$ cat config.mk
export PLATFORM = sky130hd
export DESIGN_NAME = dcc_decoder
export DESIGN_NICKNAME = d
export VERILOG_FILES = /design/src/rtl/dcc_match.v /design/src/rtl/dcc_decoder.v
export VERILOG_INCLUDE_DIRS = /design/src /design/src/inc
export SDC_FILE = /design/constraint.sdc
export NUM_CORES = 1
export LEC_CHECK = 0
export ABC_CLOCK_PERIOD_IN_PS = 2600
export BUFFER_PORTS_ARGS = -buffer_cell sky130_fd_sc_hd__buf_2
export CORE_UTILIZATION = 40
export DETAILED_ROUTE_END_ITERATION = 16
export MAX_ROUTING_LAYER = met4
export PLACE_DENSITY = 0.59
export SLEW_MARGIN = 20
export SYNTH_ARGS = -nofsm -noshare
export SYNTH_HDL_FRONTEND = slang
export SYNTH_SLANG_ARGS = --single-unit
$ cat constraint.sdc
create_clock -name CLK -period 2.6 [get_ports CLK]
set_clock_uncertainty 0.05 [all_clocks]
set_input_delay 0.52 -clock CLK [delete_from_list [all_inputs] [get_ports CLK]]
set_output_delay 0.52 -clock CLK [all_outputs]
set_load 0.02 [all_outputs]
$ cat src/inc/dcc_consts.vh
// Constants for the device control command decoder
`ifndef DCC_CONSTS_VH
`define DCC_CONSTS_VH
`define DCC_MASK_UNICAST   3'h0
`define DCC_MASK_MULTICAST 3'h3
`define DCC_MASK_BROADCAST 3'h7
`define DCC_MASK_MSB       7
`define DCC_MASK_LSB       5
`define DCC_OFFSET_MSB     4
`define DCC_OFFSET_LSB     3
`define DCC_BURST_MSB      2
`define DCC_BURST_LSB      1
`define DCC_REGMODE_BIT    0
`define DCC_ADDR_MSB       7
`define DCC_ADDR_LSB       1
`define DCC_GROUP_MSB      7
`define DCC_GROUP_LSB      4
`define DCC_CKEN_BIT       7
`define DCC_PARDIS_BIT     6
`define DCC_GCLR_BIT       3
`define DCC_RESET_CKEN     1'b0
`define DCC_RESET_PARDIS   1'b0
`endif

$ cat src/rtl/dcc_match.v
// Address mask match for the device control command
`include "dcc_consts.vh"
`default_nettype none
module dcc_match (
  // Command fields
  input  wire [2:0] mask,
  input  wire [6:0] target,
  // Own serial address
  input  wire [6:0] own_addr,
  // Result
  output reg        hit
);
  always @* begin
    case (mask)
      `DCC_MASK_UNICAST:   hit = (target == own_addr);
      `DCC_MASK_MULTICAST: hit = (target[6:3] == own_addr[6:3]);
      `DCC_MASK_BROADCAST: hit = 1'b1;
      default:             hit = 1'b0;
    endcase
  end
endmodule
`default_nettype wire

$ cat src/rtl/dcc_decoder.v
// Device control command decoder, byte-level front end
//
// Summary of operation
// - Refuse the command after a parity or checksum error when opened by repeated start.
// - Mask 000 acts only when all seven target address bits equal own address.
// - Mask 011 compares upper four target bits against the upper four own address bits.
// - Mask 111 ignores target address and always acts.
// - Generic mode start offset chooses which data byte arrives first.
// - Generic mode with checksum: burst length 1 to 4 bytes, then checksum byte.
// - Register mode bit 0 means generic payload layout.
// - Register mode bit 1 means register access bytes, format per checksum enable.
// - Data byte 0 bit 7 writes the checksum enable bit.
// - Data byte 0 bit 6 writes the parity disable bit.
// - Data byte 1 bit 3 set clears all events and pending interrupt.
`include "dcc_consts.vh"
`default_nettype none
module dcc_decoder (
  // Clock and reset
  input  wire       CLK,
  input  wire       RESET_N,
  // Received byte stream from the bus layer
  input  wire       CMD_START,
  input  wire       CMD_REPEATED,
  input  wire       BYTE_VALID,
  input  wire [7:0] BYTE_DATA,
  input  wire       FRAME_END,
  // Prior transaction status
  input  wire       PRIOR_ERROR,
  // Own serial address
  input  wire [6:0] OWN_ADDR,
  // Acknowledge decision and configuration
  output reg        CMD_NACK,
  output reg        CHECKSUM_ENABLE,
  output reg        PARITY_DISABLE,
  output reg        GLOBAL_CLEAR,
  // Register access handoff
  output reg        REG_ACCESS,
  output reg        REG_BYTE_VALID,
  output reg  [7:0] REG_BYTE,
  output reg        REG_CHECKED,
  // Checksum position marker
  output reg        CHECKSUM_BYTE
);
  // ----------------------------------------
  // States
  // ----------------------------------------
  // One flip-flop per state keeps the decode shallow
  localparam [4:0] ST_IDLE = 5'h01;
  localparam [4:0] ST_MODE = 5'h02;
  localparam [4:0] ST_ADDR = 5'h04;
  localparam [4:0] ST_DATA = 5'h08;
  localparam [4:0] ST_SKIP = 5'h10;

  // ----------------------------------------
  // Frame registers
  // ----------------------------------------
  // State and fields of the mode byte
  reg  [4:0] state;
  reg  [2:0] mask;
  reg  [1:0] offset;
  reg  [1:0] burst;
  reg        regmode;
  // Data byte position and frozen checksum setting
  reg  [1:0] index;
  reg  [2:0] count;
  reg        sum_on;

  // ----------------------------------------
  // Next values
  // ----------------------------------------
  reg  [4:0] next_state;
  reg  [2:0] next_mask;
  reg  [1:0] next_offset;
  reg  [1:0] next_burst;
  reg        next_regmode;
  reg  [1:0] next_index;
  reg  [2:0] next_count;
  reg        next_sum_on;
  // Output values
  reg        next_cmd_nack;
  reg        next_checksum_enable;
  reg        next_parity_disable;
  reg        next_global_clear;
  reg        next_reg_access;
  reg        next_reg_byte_valid;
  reg  [7:0] next_reg_byte;
  reg        next_reg_checked;
  reg        next_checksum_byte;

  // ----------------------------------------
  // Field extraction
  // ----------------------------------------
  wire [2:0] mode_mask;
  wire [1:0] mode_offset;
  wire [1:0] mode_burst;
  wire       mode_regmode;
  wire [6:0] addr_target;
  wire       data_cken;
  wire       data_pardis;
  wire       data_gclr;

  assign mode_mask    = BYTE_DATA[`DCC_MASK_MSB:`DCC_MASK_LSB];
  assign mode_offset  = BYTE_DATA[`DCC_OFFSET_MSB:`DCC_OFFSET_LSB];
  assign mode_burst   = BYTE_DATA[`DCC_BURST_MSB:`DCC_BURST_LSB];
  assign mode_regmode = BYTE_DATA[`DCC_REGMODE_BIT];
  assign addr_target  = BYTE_DATA[`DCC_ADDR_MSB:`DCC_ADDR_LSB];
  // Only three payload bits carry meaning, the rest are reserved
  assign data_cken    = BYTE_DATA[`DCC_CKEN_BIT];
  assign data_pardis  = BYTE_DATA[`DCC_PARDIS_BIT];
  assign data_gclr    = BYTE_DATA[`DCC_GCLR_BIT];

  // ----------------------------------------
  // Decode helpers
  // ----------------------------------------
  wire       hit;
  wire       refuse;
  wire [2:0] sum_pos;
  wire       sum_due;
  wire       in_burst;
  wire       lands_cfg;
  wire       lands_clr;
  wire [1:0] next_slot;
  wire [2:0] next_seen;

  // Refusal only applies to a frame opened by repeated start
  assign refuse    = CMD_REPEATED & PRIOR_ERROR;
  // Burst code 0 to 3 stands for 1 to 4 data bytes
  assign sum_pos   = {1'b0, burst} + 3'h1;
  assign sum_due   = sum_on & (count == sum_pos);
  // Bytes past the fourth are dropped rather than wrapping twice
  assign in_burst  = (count < 3'h4);

  // Data index walks modulo four from the start offset
  assign next_slot = index + 2'h1;
  assign next_seen = count + 3'h1;
  assign lands_cfg = (index == 2'h0);
  assign lands_clr = (index == 2'h1);

  // ----------------------------------------
  // Address match
  // ----------------------------------------
  dcc_match u_match (
    .mask     (mask),
    .target   (addr_target),
    .own_addr (OWN_ADDR),
    .hit      (hit)
  );

  // ----------------------------------------
  // Next state and outputs
  // ----------------------------------------
  always @* begin
    // Levels keep their value unless a start, a frame end or a byte rewrites them
    next_state           = state;
    next_mask            = mask;
    next_offset          = offset;
    next_burst           = burst;
    next_regmode         = regmode;
    next_index           = index;
    next_count           = count;
    next_sum_on          = sum_on;
    next_cmd_nack        = CMD_NACK;
    next_checksum_enable = CHECKSUM_ENABLE;
    next_parity_disable  = PARITY_DISABLE;
    next_reg_access      = REG_ACCESS;
    next_reg_byte        = REG_BYTE;
    next_reg_checked     = REG_CHECKED;
    // Pulses fall back after one cycle
    next_global_clear    = 1'b0;
    next_reg_byte_valid  = 1'b0;
    next_checksum_byte   = 1'b0;

    if (CMD_START) begin
      // Repeated start after an error is refused outright
      next_cmd_nack   = refuse;
      next_reg_access = 1'b0;
      next_state      = refuse ? ST_SKIP : ST_MODE;
    end else if (FRAME_END) begin
      next_state      = ST_IDLE;
      next_reg_access = 1'b0;
    end else if (BYTE_VALID) begin
      case (state)
        ST_MODE: begin
          next_mask    = mode_mask;
          next_offset  = mode_offset;
          next_burst   = mode_burst;
          next_regmode = mode_regmode;
          next_state   = ST_ADDR;
        end

        ST_ADDR: begin
          next_index       = offset;
          next_count       = 3'h0;
          // Checksum setting frozen here, so an enable bit written by
          // this frame's own data cannot move this frame's checksum
          next_sum_on      = CHECKSUM_ENABLE & ~regmode;
          next_reg_access  = hit & regmode;
          next_reg_checked = CHECKSUM_ENABLE;
          next_state       = hit ? ST_DATA : ST_SKIP;
        end

        ST_DATA: begin
          if (regmode) begin
            next_reg_byte_valid = 1'b1;
            next_reg_byte       = BYTE_DATA;
          end else if (sum_due) begin
            // Checksum trails the burst; later bytes are ignored
            next_checksum_byte = 1'b1;
            next_state         = ST_SKIP;
          end else if (in_burst) begin
            // Generic layout
            if (lands_cfg) begin
              next_checksum_enable = data_cken;
              next_parity_disable  = data_pardis;
            end
            if (lands_clr) begin
              next_global_clear = data_gclr;
            end
            next_index = next_slot;
            next_count = next_seen;
          end
        end

        ST_IDLE: begin
          // Stray bytes outside a frame are dropped
          next_state = ST_IDLE;
        end

        ST_SKIP: begin
          // Refused or unmatched frames wait here for the frame end
          next_state = ST_SKIP;
        end

        default: begin
          // An illegal code falls back to idle
          next_state = ST_IDLE;
        end
      endcase
    end
  end

  // ----------------------------------------
  // Frame register update
  // ----------------------------------------
  always @(posedge CLK or negedge RESET_N) begin
    if (!RESET_N) begin
      state   <= ST_IDLE;
      mask    <= 3'h0;
      offset  <= 2'h0;
      burst   <= 2'h0;
      regmode <= 1'b0;
      index   <= 2'h0;
      count   <= 3'h0;
      sum_on  <= 1'b0;
    end else begin
      state   <= next_state;
      mask    <= next_mask;
      offset  <= next_offset;
      burst   <= next_burst;
      regmode <= next_regmode;
      index   <= next_index;
      count   <= next_count;
      sum_on  <= next_sum_on;
    end
  end

  // ----------------------------------------
  // Level output update
  // ----------------------------------------
  always @(posedge CLK or negedge RESET_N) begin
    if (!RESET_N) begin
      CMD_NACK        <= 1'b0;
      CHECKSUM_ENABLE <= `DCC_RESET_CKEN;
      PARITY_DISABLE  <= `DCC_RESET_PARDIS;
      REG_ACCESS      <= 1'b0;
      REG_BYTE        <= 8'h00;
      REG_CHECKED     <= 1'b0;
    end else begin
      CMD_NACK        <= next_cmd_nack;
      CHECKSUM_ENABLE <= next_checksum_enable;
      PARITY_DISABLE  <= next_parity_disable;
      REG_ACCESS      <= next_reg_access;
      REG_BYTE        <= next_reg_byte;
      REG_CHECKED     <= next_reg_checked;
    end
  end

  // ----------------------------------------
  // Pulse output update
  // ----------------------------------------
  always @(posedge CLK or negedge RESET_N) begin
    if (!RESET_N) begin
      GLOBAL_CLEAR   <= 1'b0;
      REG_BYTE_VALID <= 1'b0;
      CHECKSUM_BYTE  <= 1'b0;
    end else begin
      GLOBAL_CLEAR   <= next_global_clear;
      REG_BYTE_VALID <= next_reg_byte_valid;
      CHECKSUM_BYTE  <= next_checksum_byte;
    end
  end
endmodule
`default_nettype wire

# == Word level (Yosys, flattened, before mapping) ==
# Index checks and enable logic that the tools add are counted.
# op_classes
n_bitwise,8
n_reduce_logical,12
eq_ne,15
multipliers,0
magnitude_cmp,1
shifts,0
addsub,3
mux,40
div,0
# op_table
op,n
$mux 5,7
$mux 1,23
$pmux 5 s4,1
$mux 3,3
$ne 4x4->1 const B,2
$reduce_and 4->1,2
$reduce_and 8->1,1
$eq 7x7->1,1
$reduce_and 7->1,1
$mux 2,3
$ne 2x2->1 const B,3
$pmux 3 s2,1
$reduce_bool 3->1,2
$eq 5x2->1 const B,1
$eq 5x3->1 const B,1
$eq 5x4->1 const B,1
$eq 5x5->1 const B,1
$reduce_and 5->1,1
$and 1x1->1,4
$eq 4x4->1,1
$not 1->1,4
$pmux 2 s2,1
$add 2x1->3 const B,1
$add 3x1->3 const B,1
other kinds (12),12
# totals
register_bits,35
rom_bits,0
ram_bits,0
output_inout_bits,16
elab_cells,96
latchBits,0
n_memories,0

# == Depth between registers and ports, before layout ==
# Gate-level depths: netlist of the first run.
# depth
word_depth,9
mapped_depth,7

# == Hierarchy ==
# From an unflattened synthesis of the first run, not the netlist that was laid out.
# unflattened
hier_cells,152
area_unflattened_um2,1736.7
# modules_own_cells
module,area_per_inst_um2,seq_area_each_um2,cells_each,n_inst
dcc_decoder,1626.6,877.1,140,1
dcc_match,110.1,0.0,12,1

# == Least setup slack after synthesis of the first run ==
# OpenSTA, ideal clock, no wires.
# synth_path
path_kind,reg-to-reg
startpoint,reg burst[0]
endpoint,reg count[0]
stages_incl_launch_ff,7
arrival_ns,1.737
path_slack_ns,0.692
t_required_ns,2.429
cell_sequence,dfrtp_1 -> ha_1 -> xnor2_1 -> and4bb_1 -> a221oi_4 -> nand2_2 -> a22o_1
# synth_between
elab_chain_cells,5
# synth_rtl
element,line,rtl
start: declaration,dcc_decoder.v:61,reg [1:0] burst;
start signal: assignment,dcc_decoder.v:259,burst <= next_burst;
$add 2x1->3,dcc_decoder.v:128,"assign sum_pos = {1'b0, burst} + 3'h1;"
$eq 3x3->1,dcc_decoder.v:129,assign sum_due = sum_on & (count == sum_pos);
$and 1x1->1,dcc_decoder.v:129,
$ne 2x2->1 (no line),-,
$reduce_and 7->1 (no line),-,
end signal: assignment,dcc_decoder.v:262,count <= next_count;
end: declaration,dcc_decoder.v:65,reg [2:0] count;
# Every way passes these cells.
# A chain may end at the register's enable or synchronous reset.

# == Final worst setup path of the first run ==
# layout_path
startpoint,reg burst[0]
endpoint,reg state[4]
# layout_between
elab_chain_cells,5
# layout_rtl
element,line,rtl
$add 2x1->3,dcc_decoder.v:128,
$eq 3x3->1,dcc_decoder.v:129,
$and 1x1->1,dcc_decoder.v:129,
$ne 4x4->1 (no line),-,
$reduce_and 3->1 (no line),-,
end signal: assignment,dcc_decoder.v:256,state <= next_state;
end: declaration,dcc_decoder.v:58,reg [4:0] state;
# Every way passes these cells.

==> results of run 1 <==
-- how the worst max path moves through the flow --
| stage | from | to | slack [ps] | cells after the start |
|---|---|---|---|---|
| finish | burst[0]$_DFFE_PN0P_ | state[4]$_DFFE_PN0P_ | 510 | 5 |
| global route | burst[0]$_DFFE_PN0P_ | CHECKSUM_ENABLE$_DFFE_PN0P_ | 400 | 6 |
| CTS | burst[0]$_DFFE_PN0P_ | state[4]$_DFFE_PN0P_ | 480 | 5 |
| detailed placement | CMD_START | mask[0]$_DFFE_PN0P_ | 390 | 5 |
| global placement | CMD_START | burst[0]$_DFFE_PN0P_ | 420 | 5 |
| floorplan | burst[0]$_DFFE_PN0P_ | count[0]$_DFFE_PN0P_ | 690 | 6 |
-- Yosys cell counts (all sizes together) --
cell type	count
o221ai	1
a21oi	2
o22ai	2
nand3	2
a221oi	1
mux2	21
and3	2
ha	4
nand3b	4
a22o	2
and4bb	1
nand2b	1
inv	4
a21boi	1
dfstp	1
nor3b	2
buf	4
nand4b	1
o21ai	2
nor4b	1
xor2	2
nor3	3
a32o	2
a31oi	1
and2	2
a22oi	2
xnor2	10
nor2	3
nor4	3
a2111oi	1
a41oi	1
nand2	15
nand4	2
dfrtp	34
clkbuf	1
or3	1
-- state kept, by name (all words and copies together) (netlist names) --
signal	count
CHECKSUM_BYTE	1
mask	3
REG_ACCESS	1
offset	2
REG_BYTE_VALID	1
index	2
sum_on	1
REG_CHECKED	1
burst	2
regmode	1
CHECKSUM_ENABLE	1
CMD_NACK	1
count	3
GLOBAL_CLEAR	1
REG_BYTE	8
state	5
PARITY_DISABLE	1
-- metrics by stage --
step | instances | total power (uW) | setup slack [ps] | utilization | instance area (sq um)
5_1_grt | 232 | 1300 | 401 | 0.508 | 2090
4_1_cts | 232 | 1250 | 482 | 0.508 | 2090
6_report | 232 | 1240 | 514 | 0.508 | 2090
3_3_place_gp | 224 | 804 | 420 | 0.483 | 1990
2_1_floorplan | 142 | 749 | 692 | - | 1760
3_5_place_dp | 224 | 814 | 389 | 0.483 | 1990
-- metal layers --
metal  vias to the layer above  wire (um)  global-route usage
met5                         -          0                   -
met2                        23       1710               0.287
met3                         6         89              0.0400
met4                         0         35              0.0573
met1                       615       1680               0.242
li1                        595          -                   -
-- where the power goes --
group	leakage, uW	internal, uW	switching, uW
clock network	0.0000505	241	197
registers	0.000459	590	45.5
logic	0.000518	87.6	77.5
-- cell families (layout without fill, tap and decap cells) --
logic type | Yosys count | count (layout) | synth area share
buffers and inverters | 9 | 49 | 0.0220
XOR/XNOR | 12 | 12 | 0.0596
flip-flops | 35 | 35 | 0.497
multiplexers | 21 | 21 | 0.134
adder cells (fa/ha/maj) | 4 | 4 | 0.0284
AND/OR/NAND/NOR | 43 | 43 | 0.162
AO/OA/AOI/OAI | 18 | 18 | 0.0965
-- cell type report --
cell class | count | share of cell area
inverter | 4 | 0.00718
sequential | 35 | 0.419
clock inverter | 1 | 0.00359
multi-input combinational | 98 | 0.406
tap | 50 | 0.0299
clock buffer | 7 | 0.0461
timing repair buffer | 37 | 0.0885
-- layout by cell type (no fill, tap or decap), types with 2 or more instances in the layout --
cell type                  count
sky130_fd_sc_hd__buf_2        37
sky130_fd_sc_hd__dfrtp_1      34
sky130_fd_sc_hd__mux2_1       21
sky130_fd_sc_hd__nand2_1      13
sky130_fd_sc_hd__xnor2_1      10
sky130_fd_sc_hd__clkbuf_8      7
sky130_fd_sc_hd__nand3b_1      4
sky130_fd_sc_hd__ha_1          4
sky130_fd_sc_hd__inv_1         3
sky130_fd_sc_hd__nor2_1        3
sky130_fd_sc_hd__nor3_1        3
sky130_fd_sc_hd__xor2_1        2
sky130_fd_sc_hd__and2_1        2
sky130_fd_sc_hd__nand2_2       2
sky130_fd_sc_hd__and3_1        2
sky130_fd_sc_hd__nand4_1       2
sky130_fd_sc_hd__a21oi_1       2
sky130_fd_sc_hd__a32o_1        2
sky130_fd_sc_hd__a22o_1        2
sky130_fd_sc_hd__o22ai_1       2
sky130_fd_sc_hd__a22oi_1       2
==> summary.txt, run 1 <==
STA
--------------------------------------------------------------------------
Tightest Pin Transition                                             759 ps
Setup repair after global routing missed its margin                     no
Fmax                                                               479 MHz
Headroom to the max-slew limit                                       0.494
Period utilisation layout                                            0.802
Hold Worst Slack                                                    252 ps
Final count of pins violating max slew                                   0
Total Negative Setup Slacks                                           0 ps
Final-report hold violation count                                        0
Final setup violation count                                              0
Min Tclk post-route                                                2090 ps

CTS
--------------------------------------------------------------------------
Clock tree root driver cell                                   sky130_fd_sc_hd__clkbuf_8
Clock transition at the registers of the reported paths              70 ps
H-Tree Level Count                                                       2
Later-pin clock latency in the skew report                          280 ps
Buffers inserted by post-CTS timing repair                               0
Hold bufs inserted after CTS                                             0
Clock tree from TritonCTS                                            built
CTS sink count                                                          35
Post-CTS Resized                                                         0
Longest Clk Path Bufs                                                    2
Total CTS buffers                                                        5

SYNTH
--------------------------------------------------------------------------
Sequential share of the synthesized area                             0.497
Largest cells by area after synthesis                         sky130_fd_sc_hd__dfrtp_1 (48%), sky130_fd_sc_hd__mux2_1 (13%), sky130_fd_sc_hd__xnor2_1 (5.0%), sky130_fd_sc_hd__ha_1 (2.8%), sky130_fd_sc_hd__nand2_1 (2.8%)
Gate count of the mapped netlist                                       142
Post-synthesis average cell area                                12.4 sq um
Number of flip-flops and latches in the synthesized netlist             35
Total nets after synthesis                                             168
Top-area cell type share of the netlist area                         0.482
Cell area after technology mapping                              1760 sq um
Top cell type by total area after synthesis                   sky130_fd_sc_hd__dfrtp_1
Count of unique library cells instantiated by Yosys                     43
Synth Warn #                                                             0

FLOORPLANNING
--------------------------------------------------------------------------
Die extent in y                                                    68.4 um
Starting Density                                                     0.429
IO Pins                                                                 38
Floorplan die area                                              4680 sq um
Placeable core region                                           4120 sq um
Number of core rows                                                     23
Die X                                                              68.4 um

FINAL LAYOUT
--------------------------------------------------------------------------
Layout overhead on the synthesized area                              18.6%
Sequential cell area                                             877 sq um
Fill cell total of the finished layout                                 375
Area of the multi-input gates                                    848 sq um
Antenna diode count                                                      0
Proportion of layout cells with a drive suffix above 1               0.308
Net count reported at finish                                           207

POWER AND IR DROP
--------------------------------------------------------------------------
Power density over the cells                                   592 nW/um^2
Static leakage                                                  0.00103 uW
Peak supply drop                                                  0.319 mV

DRT
--------------------------------------------------------------------------
Mean number of vias per cell                                          5.34
Routed wire length per instance                                    15.2 um
Antenna-violating nets left                                              0
Via count                                                             1239
DR iter-0 viols                                                         32
DRC violation count after routing                                        0
Pre-antenna DRT Iters                                                    4
Total wirelength of the detailed-routed design                     3520 um

WORST SETUP PATH
--------------------------------------------------------------------------
Worst r2r dst                                                 state[4]$_DFFE_PN0P_
WP data arrival                                                    2200 ps
Worst reg2reg path startpoint                                 burst[0]$_DFFE_PN0P_
Biggest cell delay along the critical path                          530 ps
Required @ worst endpoint                                          2720 ps
Category of the worst setup path capture point                    register
Worst r2r path cells                                                     5
Ordered list of cells on the worst path                       ha_1 -> xnor2_1 -> nor4b_1 -> a2111oi_4 -> mux2_1
CP Class                                                        reg -> reg
Critical path startpoint category                                 register
Register-to-register setup slack                                    510 ps
Top cell family by delay on the critical path                 simple AND/OR/NAND/NOR gates
Cell with the biggest individual delay on the critical path   sky130_fd_sc_hd__nor4b_1
Worst Path Buf+Inv                                                       0
Critical path fanouts, max                                               5

GRT
--------------------------------------------------------------------------
Remaining Overflow, GRT                                                  0
Antenna violations before repair                                         0
Vias in the first global route                                        1256
First-pass GRT wire length                                         6020 um
Largest net degree at the start of global routing                       36
Total global-route track usage                                       0.186

PLACE
--------------------------------------------------------------------------
DP HPWL                                                            2710 um
Number of I/O port buffers                                              37
Routability congestion estimate from global placement                0.863

MIN PATH
--------------------------------------------------------------------------
Worst hold path type                                           in -> async

OUTCOME
--------------------------------------------------------------------------
Run status                                                    finished clean

FLOW RUN
--------------------------------------------------------------------------
Number of violations of the max-capacitance limit                        0

(Power assumes the default switching activity.)
==> run 2, diff against run 1 <==
- ABC_CLOCK_PERIOD_IN_PS: 2600 -> 1900
- PLACE_DENSITY: 0.59 -> 0.61
- clock period: 2.6 -> 1.9 ns (I/O delays scaled with it)
==> summary.txt, run 2 (synthesized netlist as in run 1, its figures left out) <==
OUTCOME
----------------------------------------------------------------------------
Run status                                                      finished, violations left
Violations in the final reports                                 negative setup slack

FINAL LAYOUT
----------------------------------------------------------------------------
Most common library cell in the layout ignoring fill and taps   sky130_fd_sc_hd__buf_2
Antenna diode count                                                        0
Area of the multi-input gates                                      915 sq um
Layout overhead on the synthesized area                                31.9%
Summed area of non-filler cells in the final layout               2330 sq um
Net count reported at finish                                             229
Proportion of layout cells with a drive suffix above 1                 0.436
Biggest register                                                    REG_BYTE
Top flop regs                                                   REG_BYTE (8), state (5)
Sequential cell area                                               877 sq um
Highest-count cells in the layout ignoring fill and taps        sky130_fd_sc_hd__buf_2 (37), sky130_fd_sc_hd__dfrtp_1 (34), sky130_fd_sc_hd__buf_4 (21)
Fill cell total of the finished layout                                   350
Max FFs per register                                                       8

POWER AND IR DROP
----------------------------------------------------------------------------
Static leakage                                                    0.00116 uW
Power density over the cells                                     749 nW/um^2
Design Power                                                         1740 uW
Peak supply drop                                                    0.510 mV

FLOORPLANNING
----------------------------------------------------------------------------
Die X                                                                68.4 um
Starting Density                                                       0.429
IO Pins                                                                   38
Number of core rows                                                       23
Die extent in y                                                      68.4 um
Floorplan die area                                                4680 sq um
Placeable core region                                             4120 sq um

DRT
----------------------------------------------------------------------------
Total wirelength of the detailed-routed design                       3840 um
Routed wire length per instance                                      15.1 um
Antenna-violating nets left                                                0
Via count                                                               1336
Mean number of vias per cell                                            5.26
Pre-antenna DRT Iters                                                      4
DR iter-0 viols                                                           66
DRC violation count after routing                                          0

CTS
----------------------------------------------------------------------------
Total CTS buffers                                                          5
Clock tree root driver cell                                     sky130_fd_sc_hd__clkbuf_8
H-Tree Level Count                                                         2
Longest Clk Path Bufs                                                      2
Clock transition at the registers of the reported paths                70 ps
CTS sink count                                                            35
Hold bufs inserted after CTS                                               0
Later-pin clock latency in the skew report                            290 ps
Clock tree from TritonCTS                                              built

FLOW RUN
----------------------------------------------------------------------------
Number of violations of the max-capacitance limit                          0

WORST SETUP PATH
----------------------------------------------------------------------------
Critical path fanouts, max                                                 4
Worst reg2reg path startpoint                                   burst[1]$_DFFE_PN0P_
Worst r2r dst                                                   state[4]$_DFFE_PN0P_
CP Class                                                          reg -> reg
Crit path from                                                  burst[1]$_DFFE_PN0P_
Last element of the critical path                               state[4]$_DFFE_PN0P_
Register-to-register setup slack                                      -10 ps
Category of the worst setup path capture point                      register
WP data arrival                                                      2040 ps
Required @ worst endpoint                                            2020 ps
Critical path startpoint category                                   register
Worst r2r path cells                                                       6

PLACE
----------------------------------------------------------------------------
Worst-case setup slack after placement                               -184 ps
Number of I/O port buffers                                                37
DP HPWL                                                              2830 um
Area of placed instances                                          2140 sq um
Routability congestion estimate from global placement                  0.917

STA
----------------------------------------------------------------------------
Final Worst Setup Slack                                             -14.0 ps
Min Tclk post-route                                                  1910 ps
Final setup violation count                                                3
Headroom to the max-slew limit                                         0.699
Fmax                                                                 522 MHz
Setup repair after global routing missed its margin                      yes
Final count of pins violating max slew                                     0
Final-report hold violation count                                          0
Period utilisation layout                                               1.01
Tightest Pin Transition                                               451 ps
Hold Worst Slack                                                     70.3 ps

MIN PATH
----------------------------------------------------------------------------
Worst hold path type                                             in -> async

GRT
----------------------------------------------------------------------------
First-pass GRT wire length                                           6670 um
Remaining Overflow, GRT                                                    0
Largest net degree at the start of global routing                         36
Vias in the first global route                                          1408
Antenna violations before repair                                           0
Total global-route track usage                                         0.206

## run 2: changes by cell type in the layout (fill, tap and decap cells not counted), sizes merged
cell / previous run / this run
buf: 37 / 59
clkinv: 0 / 1
clkinvlp: 1 / 0
## run 2: where the power goes
part / internal (uW) / switching (uW) / total [uW] / leakage [uW]
combinational: 177 / 146 / 324 / 0.000653
sequential: 807 / 49.0 / 856 / 0.000459
clock: 297 / 266 / 563 / 0.0000484
## run 2: worst min path at each step
stage,to,slack (ps),cells after the start
2_1_floorplan,CHECKSUM_BYTE$_DFF_PN0_,30,0
3_3_place_gp,REG_BYTE_VALID$_DFF_PN0_,390,2
3_5_place_dp,REG_BYTE_VALID$_DFF_PN0_,390,2
4_1_cts,REG_BYTE[2]$_DFFE_PN0P_,80,2
5_1_grt,REG_BYTE[1]$_DFFE_PN0P_,110,2
6_report,REG_BYTE_VALID$_DFF_PN0_,70,2
## run 2: layout make-up
class	count	share of cell area
multi-input cells	98	0.393
flip-flops and latches	35	0.377
repair buffers	59	0.156
clock buffers	7	0.0371
well taps	50	0.0269
inverters	4	0.00645
clock inverters	1	0.00376
## run 2: worst max-delay path, stage by stage, from the launching register on
cell	delay (ps)
sky130_fd_sc_hd__dfrtp_1	410
sky130_fd_sc_hd__ha_4	250
sky130_fd_sc_hd__xnor2_2	130
sky130_fd_sc_hd__nor4b_1	140
sky130_fd_sc_hd__buf_4	140
sky130_fd_sc_hd__a2111oi_4	340
sky130_fd_sc_hd__mux2_4	340
## run 2: metrics by stage
| step | instances | setup TNS, ps | util |
|---|---|---|---|
| floorplan | 142 | -0.481 | - |
| global placement | 243 | -439 | 0.521 |
| detailed placement | 243 | -709 | 0.521 |
| CTS | 254 | -363 | 0.557 |
| global route | 254 | -693 | 0.566 |
| finish | 254 | -37.9 | 0.566 |
## run 2: per-layer routing
metal  vias up  share of wire  global-route usage
li1        638              -                   -
met1       660           0.46               0.264
met2        28           0.49               0.308
met3        10          0.028              0.0667
met4         0          0.023              0.0625
met5         -              0                   -
## run 2: timing repair
| item | in CTS | in global routing |
|---|---|---|
| setup buffers | 3 | 0 |
| cloned | 0 | 0 |
| endpoints found under the setup margin | 9 | 17 |
| gates resized for setup | 7 | 6 |
| pin swaps | 8 | 8 |
